### src/hdl/adcr_pkg.sv
package adcr_pkg;

  // register indices; byte address is four times the index
  localparam logic [31:0] IDX_RESULT_A   = 32'h05fffee0;
  localparam logic [31:0] IDX_RESULT_B   = 32'h05fffee2;
  localparam logic [31:0] IDX_RESULT_C   = 32'h05fffee4;
  localparam logic [31:0] IDX_RESULT_D   = 32'h05fffee6;
  localparam logic [31:0] IDX_CTRL_STAT  = 32'h05fffef8;
  localparam logic [31:0] IDX_IRQ_STATUS = 32'h05fffefa;
  localparam logic [31:0] IDX_IRQ_MASK   = 32'h05fffefb;

  localparam logic [31:0] ADDR_RESULT_A   = {IDX_RESULT_A[29:0], 2'b00};
  localparam logic [31:0] ADDR_RESULT_B   = {IDX_RESULT_B[29:0], 2'b00};
  localparam logic [31:0] ADDR_RESULT_C   = {IDX_RESULT_C[29:0], 2'b00};
  localparam logic [31:0] ADDR_RESULT_D   = {IDX_RESULT_D[29:0], 2'b00};
  localparam logic [31:0] ADDR_CTRL_STAT  = {IDX_CTRL_STAT[29:0], 2'b00};
  localparam logic [31:0] ADDR_IRQ_STATUS = {IDX_IRQ_STATUS[29:0], 2'b00};
  localparam logic [31:0] ADDR_IRQ_MASK   = {IDX_IRQ_MASK[29:0], 2'b00};

  // control/status field positions
  localparam int unsigned CS_DONE_BIT  = 7;
  localparam int unsigned CS_IE_BIT    = 6;
  localparam int unsigned CS_START_BIT = 5;
  localparam int unsigned CS_SCAN_BIT  = 4;
  localparam int unsigned CS_SPEED_BIT = 3;
  localparam int unsigned CS_SEL_LSB   = 0;
  localparam int unsigned SEL_W        = 3;
  localparam logic [7:0]  CS_RESET     = 8'h04;

  // result placement: ten bits left-justified in sixteen
  localparam int unsigned RES_W   = 10;
  localparam int unsigned RES_LSB = 6;

  // interrupt status layout
  localparam int unsigned IRQ_W         = 2;
  localparam int unsigned IRQ_CHAN_BIT  = 0;
  localparam int unsigned IRQ_GROUP_BIT = 1;

  // conversion time in system cycles
  localparam int unsigned CNT_W         = 9;
  localparam logic [8:0]  CONV_CYC_SLOW = 9'd236;
  localparam logic [8:0]  CONV_CYC_FAST = 9'd134;
  // edges spent on launch and capture come off the count, so the whole
  // conversion from the start write stays within its limit
  localparam logic [8:0]  CONV_OVERHEAD = 9'd2;

  localparam logic [2:0] HSIZE_WORD = 3'h2;

  typedef struct packed {
    logic        wr;
    logic [31:0] addr;
    logic [31:0] wdata;
  } adcr_bus_req_t;

  typedef struct packed {
    logic             start;
    logic [SEL_W-1:0] channel;
  } adcr_core_req_t;

endpackage : adcr_pkg

### src/hdl/adcr_top.sv
// Function
// - result bits 9..2 in register bits 15..8
// - result bits 1..0 in register bits 7,6
// - single mode: done flag after selected input
// - scan mode: done flag after whole group
// - writing zero clears done flag; one ignored
// - done interrupt equals enable and done flag
// - single start converts once, then self-clears
// - scan start repeats group until cleared
//
// Local design decision: the AHB-Lite slave port.
`timescale 1ns/100ps
module adcr_top
  import adcr_pkg::*;
(
  input  wire logic               clk,
  input  wire logic               rst,
  input  wire logic               standby,
  input  wire logic               hsel,
  input  wire logic [31:0]        haddr,
  input  wire logic [1:0]         htrans,
  input  wire logic               hwrite,
  input  wire logic [2:0]         hsize,
  input  wire logic [31:0]        hwdata,
  output logic                    hreadyout,
  output logic [31:0]             hrdata,
  output logic                    hresp,
  output adcr_core_req_t          core_req,
  input  wire logic [RES_W-1:0]   core_result,
  output logic                    conversion_done_irq,
  output logic                    irq
);

  typedef enum logic [1:0] {
    ST_IDLE = 2'b01,
    ST_CONV = 2'b10
  } adcr_state_t;

  adcr_bus_req_t     req;
  logic [31:0]       rd_addr;
  logic [31:0]       rdata;

  // control/status fields
  logic              conversion_done_flag;
  logic              done_irq_enable;
  logic              conversion_start_bit;
  logic              scan_mode;
  logic              conversion_speed_select;
  logic [SEL_W-1:0]  input_select_field;

  // conversion state
  adcr_state_t       state;
  adcr_state_t       next_state;
  logic [SEL_W-1:0]  cur_ch;
  logic [SEL_W-1:0]  next_ch;
  logic              conv_fast;
  logic              timer_done;

  // result storage, one slot per input pair
  logic [RES_W-1:0]  result [4];

  // own interrupt status and mask
  logic [IRQ_W-1:0]  irq_status;
  logic [IRQ_W-1:0]  irq_mask;

  // standby acts as a reset for everything this block owns
  wire clr = rst | standby;

  // bus slave
  adcr_ahb_slave u_bus (
    .clk       (clk),
    .rst       (clr),
    .hsel      (hsel),
    .haddr     (haddr),
    .htrans    (htrans),
    .hwrite    (hwrite),
    .hsize     (hsize),
    .hwdata    (hwdata),
    .hreadyout (hreadyout),
    .hrdata    (hrdata),
    .hresp     (hresp),
    .req       (req),
    .rd_addr   (rd_addr),
    .rdata     (rdata)
  );

  // write decode
  wire wr_cs   = req.wr & (req.addr == ADDR_CTRL_STAT);
  wire wr_ists = req.wr & (req.addr == ADDR_IRQ_STATUS);
  wire wr_imsk = req.wr & (req.addr == ADDR_IRQ_MASK);
  wire [7:0] wd = req.wdata[7:0];

  // group bounds in scan mode
  wire [SEL_W-1:0] grp_base = {input_select_field[SEL_W-1], 2'b00};
  wire [SEL_W-1:0] first_ch = scan_mode ? grp_base : input_select_field;
  wire             at_last  = (cur_ch[1:0] == input_select_field[1:0]);

  // conversion events
  wire running   = (state == ST_CONV);
  wire sw_stop   = running & ~conversion_start_bit;
  wire chan_done = running & conversion_start_bit & timer_done;
  wire grp_done  = chan_done & (~scan_mode | at_last);
  wire single_end = chan_done & ~scan_mode;
  wire launch_idle = (state == ST_IDLE) & conversion_start_bit;
  wire relaunch  = chan_done & scan_mode;
  wire launch    = launch_idle | relaunch;

  // done flag: zero write clears, a one write is ignored, set wins
  wire flag_clr = wr_cs & ~wd[CS_DONE_BIT];
  wire next_done_flag = grp_done | (conversion_done_flag & ~flag_clr);

  // start bit: software write, else self-clear after a single conversion
  wire next_start = wr_cs ? wd[CS_START_BIT]
                  : (single_end ? 1'b0 : conversion_start_bit);

  // control/status register
  always_ff @(posedge clk) begin
    if (clr) begin
      conversion_done_flag    <= CS_RESET[CS_DONE_BIT];
      done_irq_enable         <= CS_RESET[CS_IE_BIT];
      conversion_start_bit    <= CS_RESET[CS_START_BIT];
      scan_mode               <= CS_RESET[CS_SCAN_BIT];
      conversion_speed_select <= CS_RESET[CS_SPEED_BIT];
      input_select_field      <= CS_RESET[CS_SEL_LSB +: SEL_W];
    end else begin
      conversion_done_flag <= next_done_flag;
      conversion_start_bit <= next_start;
      if (wr_cs) begin
        done_irq_enable         <= wd[CS_IE_BIT];
        scan_mode               <= wd[CS_SCAN_BIT];
        conversion_speed_select <= wd[CS_SPEED_BIT];
        input_select_field      <= wd[CS_SEL_LSB +: SEL_W];
      end
    end
  end

  // next channel: step through the group and wrap to its base
  assign next_ch = launch_idle ? first_ch
                 : (at_last ? grp_base : cur_ch + 3'h1);

  // sequencer state
  always_comb begin
    next_state = state;
    case (state)
      ST_IDLE: begin
        if (conversion_start_bit) next_state = ST_CONV;
      end
      ST_CONV: begin
        if (sw_stop | single_end) next_state = ST_IDLE;
      end
      default: next_state = ST_IDLE;
    endcase
  end

  always_ff @(posedge clk) begin
    if (clr) begin
      state  <= ST_IDLE;
      cur_ch <= '0;
    end else begin
      state <= next_state;
      if (launch) cur_ch <= next_ch;
    end
  end

  // speed is sampled at each launch so a mid-conversion write waits
  always_ff @(posedge clk) begin
    if (clr) conv_fast <= 1'b0;
    else if (launch) conv_fast <= conversion_speed_select;
  end

  // conversion timer
  adcr_conv_timer u_timer (
    .clk   (clk),
    .rst   (clr),
    .start (launch),
    .abort (sw_stop),
    .fast  (launch ? conversion_speed_select : conv_fast),
    .done  (timer_done)
  );

  // core request: start pulse and channel, both registered
  always_ff @(posedge clk) begin
    if (clr) begin
      core_req <= '0;
    end else begin
      core_req.start <= launch;
      if (launch) core_req.channel <= next_ch;
    end
  end

  // result capture; inputs 0-3 and 4-7 share slots a-d
  always_ff @(posedge clk) begin
    if (clr) begin
      for (int i = 0; i < 4; i++) result[i] <= '0;
    end else if (chan_done) begin
      result[cur_ch[1:0]] <= core_result;
    end
  end

  // interrupt status: write one clears, a new event wins
  wire [IRQ_W-1:0] irq_evt = {grp_done, chan_done};
  wire [IRQ_W-1:0] irq_w1c = wr_ists ? req.wdata[IRQ_W-1:0] : '0;
  wire [IRQ_W-1:0] next_irq_status = irq_evt | (irq_status & ~irq_w1c);

  always_ff @(posedge clk) begin
    if (clr) begin
      irq_status <= '0;
      irq_mask   <= '0;
    end else begin
      irq_status <= next_irq_status;
      if (wr_imsk) irq_mask <= req.wdata[IRQ_W-1:0];
    end
  end

  // interrupt outputs
  always_ff @(posedge clk) begin
    if (clr) begin
      conversion_done_irq <= 1'b0;
      irq                 <= 1'b0;
    end else begin
      conversion_done_irq <= done_irq_enable & conversion_done_flag;
      irq                 <= |(irq_status & irq_mask);
    end
  end

  // read views; low six result bits are always zero
  wire [15:0] res_a = {result[0], 6'h00};
  wire [15:0] res_b = {result[1], 6'h00};
  wire [15:0] res_c = {result[2], 6'h00};
  wire [15:0] res_d = {result[3], 6'h00};
  wire [7:0]  cs_view = {conversion_done_flag, done_irq_enable,
                         conversion_start_bit, scan_mode,
                         conversion_speed_select, input_select_field};

  // read mux; unmapped addresses read as zero
  assign rdata =
      (rd_addr == ADDR_RESULT_A)   ? {16'h0, res_a} :
      (rd_addr == ADDR_RESULT_B)   ? {16'h0, res_b} :
      (rd_addr == ADDR_RESULT_C)   ? {16'h0, res_c} :
      (rd_addr == ADDR_RESULT_D)   ? {16'h0, res_d} :
      (rd_addr == ADDR_CTRL_STAT)  ? {24'h0, cs_view} :
      (rd_addr == ADDR_IRQ_STATUS) ? {30'h0, irq_status} :
      (rd_addr == ADDR_IRQ_MASK)   ? {30'h0, irq_mask} :
                                     32'h0;

endmodule : adcr_top

### src/hdl/adcr_ahb_slave.sv
`timescale 1ns/100ps
module adcr_ahb_slave
  import adcr_pkg::*;
(
  input  wire logic          clk,
  input  wire logic          rst,
  input  wire logic          hsel,
  input  wire logic [31:0]   haddr,
  input  wire logic [1:0]    htrans,
  input  wire logic          hwrite,
  input  wire logic [2:0]    hsize,
  input  wire logic [31:0]   hwdata,
  output logic               hreadyout,
  output logic [31:0]        hrdata,
  output logic               hresp,
  output adcr_bus_req_t      req,
  output logic [31:0]        rd_addr,
  input  wire logic [31:0]   rdata
);

  logic        wr_pend;
  logic        rd_pend;
  logic [31:0] addr;
  wire         accept = hsel & hreadyout & htrans[1];

  // reads take one wait state so a write just before them is visible
  always_ff @(posedge clk) begin
    if (rst) begin
      wr_pend   <= 1'b0;
      rd_pend   <= 1'b0;
      addr      <= 32'h0;
      hreadyout <= 1'b1;
      hrdata    <= 32'h0;
    end else begin
      wr_pend <= accept & hwrite & (hsize == HSIZE_WORD);
      rd_pend <= accept & ~hwrite;
      if (accept) addr <= haddr;
      if (accept & ~hwrite) hreadyout <= 1'b0;
      else if (rd_pend) hreadyout <= 1'b1;
      if (rd_pend) hrdata <= rdata;
    end
  end

  // write data stands in the data phase, applied at its end
  assign req       = '{wr: wr_pend, addr: addr, wdata: hwdata};
  assign rd_addr   = addr;
  assign hresp     = 1'b0; // always okay

endmodule : adcr_ahb_slave

### src/hdl/adcr_conv_timer.sv
`timescale 1ns/100ps
module adcr_conv_timer
  import adcr_pkg::*;
(
  input  wire logic       clk,
  input  wire logic       rst,
  input  wire logic       start,
  input  wire logic       abort,
  input  wire logic       fast,
  output logic            done
);

  logic [CNT_W-1:0] cnt;

  // counts down the conversion time; done pulses once at the end
  always_ff @(posedge clk) begin
    if (rst | abort) begin
      cnt  <= '0;
      done <= 1'b0;
    end else begin
      if (start) cnt <= (fast ? CONV_CYC_FAST : CONV_CYC_SLOW) - CONV_OVERHEAD;
      else if (cnt != '0) cnt <= cnt - 1'b1;
      done <= ~start & (cnt == 9'h1);
    end
  end

endmodule : adcr_conv_timer

### config.mk
export PLATFORM = sky130hd
export DESIGN_NAME = adcr_top
export DESIGN_NICKNAME = d
export VERILOG_FILES = /design/src/hdl/adcr_pkg.sv /design/src/hdl/adcr_top.sv /design/src/hdl/adcr_ahb_slave.sv /design/src/hdl/adcr_conv_timer.sv
export SDC_FILE = /design/constraint.sdc
export NUM_CORES = 1
export LEC_CHECK = 0
export BUFFER_PORTS_ARGS = -buffer_cell sky130_fd_sc_hd__buf_2
export CAP_MARGIN = 15
export CORE_ASPECT_RATIO = 1.4
export CORE_MARGIN = 8
export CORE_UTILIZATION = 55
export CTS_CLUSTER_DIAMETER = 200
export DETAILED_ROUTE_END_ITERATION = 6
export PLACE_DENSITY = 0.81
export SYNTH_ARGS = -nofsm -noshare
export SYNTH_HDL_FRONTEND = slang
export SYNTH_SLANG_ARGS = --single-unit
### constraint.sdc
create_clock -name clk -period 6.2 [get_ports clk]
set_input_delay 0.93 -clock clk [delete_from_list [all_inputs] [get_ports clk]]
set_output_delay 0.93 -clock clk [all_outputs]
set_load 0.02 [all_outputs]
==> summary.md <==
| Metric | Value |
|---|---|
| Vias in the first global route | `3935` |
| Top Family by Delay on Critical Path | `simple AND/OR/NAND/NOR gates` |
| Synth area leaders | `dfxtp_1 31%, edfxtp_1 23%, nand2_1 5.9%, and2_1 4.8%, a21oi_1 4.5%` |
| Pre-antenna DRT Iters | `5` |
| Critical setup path kind | `primary input to register` |
| Crit end category | `register` |
| CP Buf/Inv Count | `1` |
| # hold bufs at CTS | `0` |
| Comb pwr share | `approximately 14%` |
| Post-synth ARST share | `0%` |
| Total power | `between 2 and 2.5 mW` |
| Yosys warns | `0` |
| Top-count cell post-synth | `nand2_1` |
| Final number of setup-violating endpoints | `0` |
| Slew headroom | `about a quarter` |
| Post-synth top cells | `83 x nand2_1, 81 x dfxtp_1, 47 x a21oi_1` |
| CP Max Fanout | `14` |
| PnR worst setup slack | `~2700 ps` |
| Capturing point of the worst reg2reg path | `result[1][0]` |
| Post-synth top area share | `just over 30%` |
| M1 WL | `4.834 mm` |
| Cell-internal power | `approximately 1.7 mW` |
| Sw power | `between 0.5 and 0.6 mW` |
| Worst vdd ir | `between 0.2 and 0.25 mV` |
| Post-Place Setup Slack | `between 2000 and 2500 ps` |
| Clock sinks | `between 100 and 150` |
| Vias per cell | `5.613` |
| Final hold vios | `0` |
| Worst Hold Launch | `u_bus.rd_addr[29]` |
| Achievable frequency | `between 0.2 and 0.3 GHz` |
| Gr ovfl total | `0` |
| Worst r2r src | `state[1]` |
| Reg clk slew, reported paths | `approximately 50 ps` |
| Worst Path Required | `6240 ps` |
| Worst path slowest cell | `nor3b_1` |
| Max_cap viols | `0` |
| Initial drt markers | `approximately 200` |
| Clk_lat worst skew | `between 400 and 500 ps` |
| Final Max Tran Viols | `0` |
| Final Skew | `10.75 ps` |
| Leakage power | `roughly 2.6 nW` |
| Post-CTS setup buffers | `0` |
| Setup tns final | `0 ps` |
| CTS tree | `yes` |
| Period utilization | `between 50% and 60%` |
| Crit-path max cell delay | `approximately 970 ps` |
| Starting Density | `a little under three fifths` |
| GRT Total Usage | `between 10% and 20%` |
| PortBufs | `81` |
| Metal2 WL | `between 6 and 7 mm` |
| Die Wd | `approximately 100 um` |
| Final Util | `66.91%` |
| Fin nets | `approximately 690` |
| Period minus WS final | `roughly 3500 ps` |
| FF-to-FF path depth | `4` |
| Hold Crit Class | `register to register` |
| R2R Setup Slk | `between 3000 and 4000 ps` |
| Flop pwr share | `between 40% and 50%` |
| Synth-to-layout area growth | `19.46%` |
| Worst-Margin Slew | `about 1100 ps` |
| CTS buffer count | `17` |
| DR top layer | `met4` |
| CTS resizes | `0` |
| Met3 WL | `between 800 and 900 um` |
| Die area | `approximately 13000 um^2` |
| Post-DP HPWL | `about 8.2 mm` |
| DRC viols | `0` |
| Clk Tree Root Cell | `clkbuf_16` |
| Core Rows | `between 40 and 50` |
| Mapped cell area | `between 5000 and 6000 um^2` |
| First-pass GRT wire length | `roughly 19 mm` |
| Status | `finished, final reports clean` |
| RSZ-0062 raised after global routing | `no` |
| Die height | `about 130 um` |
| Antenna Nets Post-Route | `0` |
| Area leader, netlist | `dfxtp_1` |
| Post-synthesis cell count | `roughly 530` |
| Flops & latches, synth | `121` |
| Fillers | `a little under 700` |
| CP Launch Type | `primary input` |
| Largest net degree at the start of global routing | `54` |
| Sw Share | `about a quarter` |
| Share of cells above drive strength 1 | `between 20% and 30%` |
| Avg WL per Cell | `16.32 um` |
| Syn_area_per_cell | `roughly 9.9 um^2` |
| Core area | `approximately 9400 um^2` |
| Routed WL | `around 12 mm` |
| Hold depth | `2` |
| # H-tree levels | `4` |
| Initial antenna violation count | `0` |
| WHS Endpoint | `u_bus.rd_addr[29]` |
| Netlist cell types | `roughly 60` |
| Main synth FF type | `dfxtp_1` |
| GP Congestion | `approximately 0.8` |
| Max Root-Sink Buffers | `2` |
| WP data arrival | `approximately 3500 ps` |
| I/O Pins | `approximately 120` |
| Sequential-to-total area share from yosys stat | `a little over half` |
| Critical path, cell by cell | `buf_2 > nor2_1 > nand4_1 > nor3b_1 > nand2b_1` |
| Via count | `4092` |
| Clock group share of total power | `45.5%` |
| Diode count | `0` |
| Post-synth EDFFs | `40` |
| PwrDens | `approximately 350 nW/um^2` |
-- power groups by stage --
stage	Sequential [mW]	Clock, mW	Combinational, mW
2_1_floorplan	0.895	0	0.263
3_3_place_gp	0.900	0	0.305
3_5_place_dp	0.903	0	0.314
4_1_cts	0.888	1.02	0.315
5_1_grt	0.892	1.05	0.356
6_report	0.889	1.01	0.316
-- area by class of cell --
| class | instances | area (um^2) | area share [%] |
|---|---|---|---|
| clock buffer | 22 | 454.2 | 7.257 |
| inverter | 7 | 26.28 | 0.4198 |
| clock inverter | 10 | 151.4 | 2.419 |
| multi-input combinational | 373 | 2218 | 35.45 |
| sequential | 121 | 2823 | 45.10 |
| timing repair buffer | 86 | 447.9 | 7.157 |
| tap | 110 | 137.6 | 2.199 |
-- kinds of logic after synthesis --
logic type / share of synthesized area (%)
AO/OA/AOI/OAI: 12.49
XOR/XNOR: 1.170
adder cells (fa/ha/maj): 0.7166
buffers and inverters: 4.920
flip-flops: 53.88
multiplexers: 4.108
other: 0.07158
AND/OR/NAND/NOR: 22.64
-- metrics by stage --
stage / std cells / hold slack (ps) / cell area (um^2)
finish: 729 / 453.8 / 6259
global route: 729 / 476.8 / 6259
CTS: 726 / 459.4 / 6231
detailed placement: 694 / 452.1 / 5625
global placement: 694 / 441.0 / 5625
floorplan: 545 / 431.1 / 5299
-- cells in the final DEF (no fill, tap or decap), types with 17 or more instances in the layout --
cell type  count
mux2i_1       17
and2_1        40
o21ai_0       18
buf_2         81
edfxtp_1      40
dfxtp_1       81
clkbuf_16     17
nand2_1       83
nor2_1        25
a21oi_1       47
conb_1        17
-- sequential cells by signal, summed over array words and instances (netlist names), 2 cells and up --
signal              cells
u_timer.cnt             9
state                   2
irq_mask                2
u_bus.rd_addr          32
irq_status              2
u_bus.hrdata           16
input_select_field      3
core_req                4
result                 40
-- worst register-to-register path: cells and delay by family, from the launching register on --
family / cells / cell delay (ps)
DFF: 1 / 370
and+or+nand+nor: 4 / 1950
-- worst max path at each step --
stage,startpoint,end,slack (ps),depth (start not counted)
6_report,standby,result[1][0],2730,5
5_1_grt,standby,result[1][1],2440,5
4_1_cts,standby,result[2][6],2660,5
3_5_place_dp,standby,result[2][6],2240,5
3_3_place_gp,standby,result[2][4],2290,5
2_1_floorplan,standby,result[2][0],4010,4
-- routing by layer --
metal / vias up / global-route usage [%]
li1: 1989 / -
met1: 1933 / 19.57
met2: 150 / 31.64
met3: 20 / 5.867
met4: 0 / 9.340
met5: - / 0
Note: power is estimated with default switching activity, not from simulation.
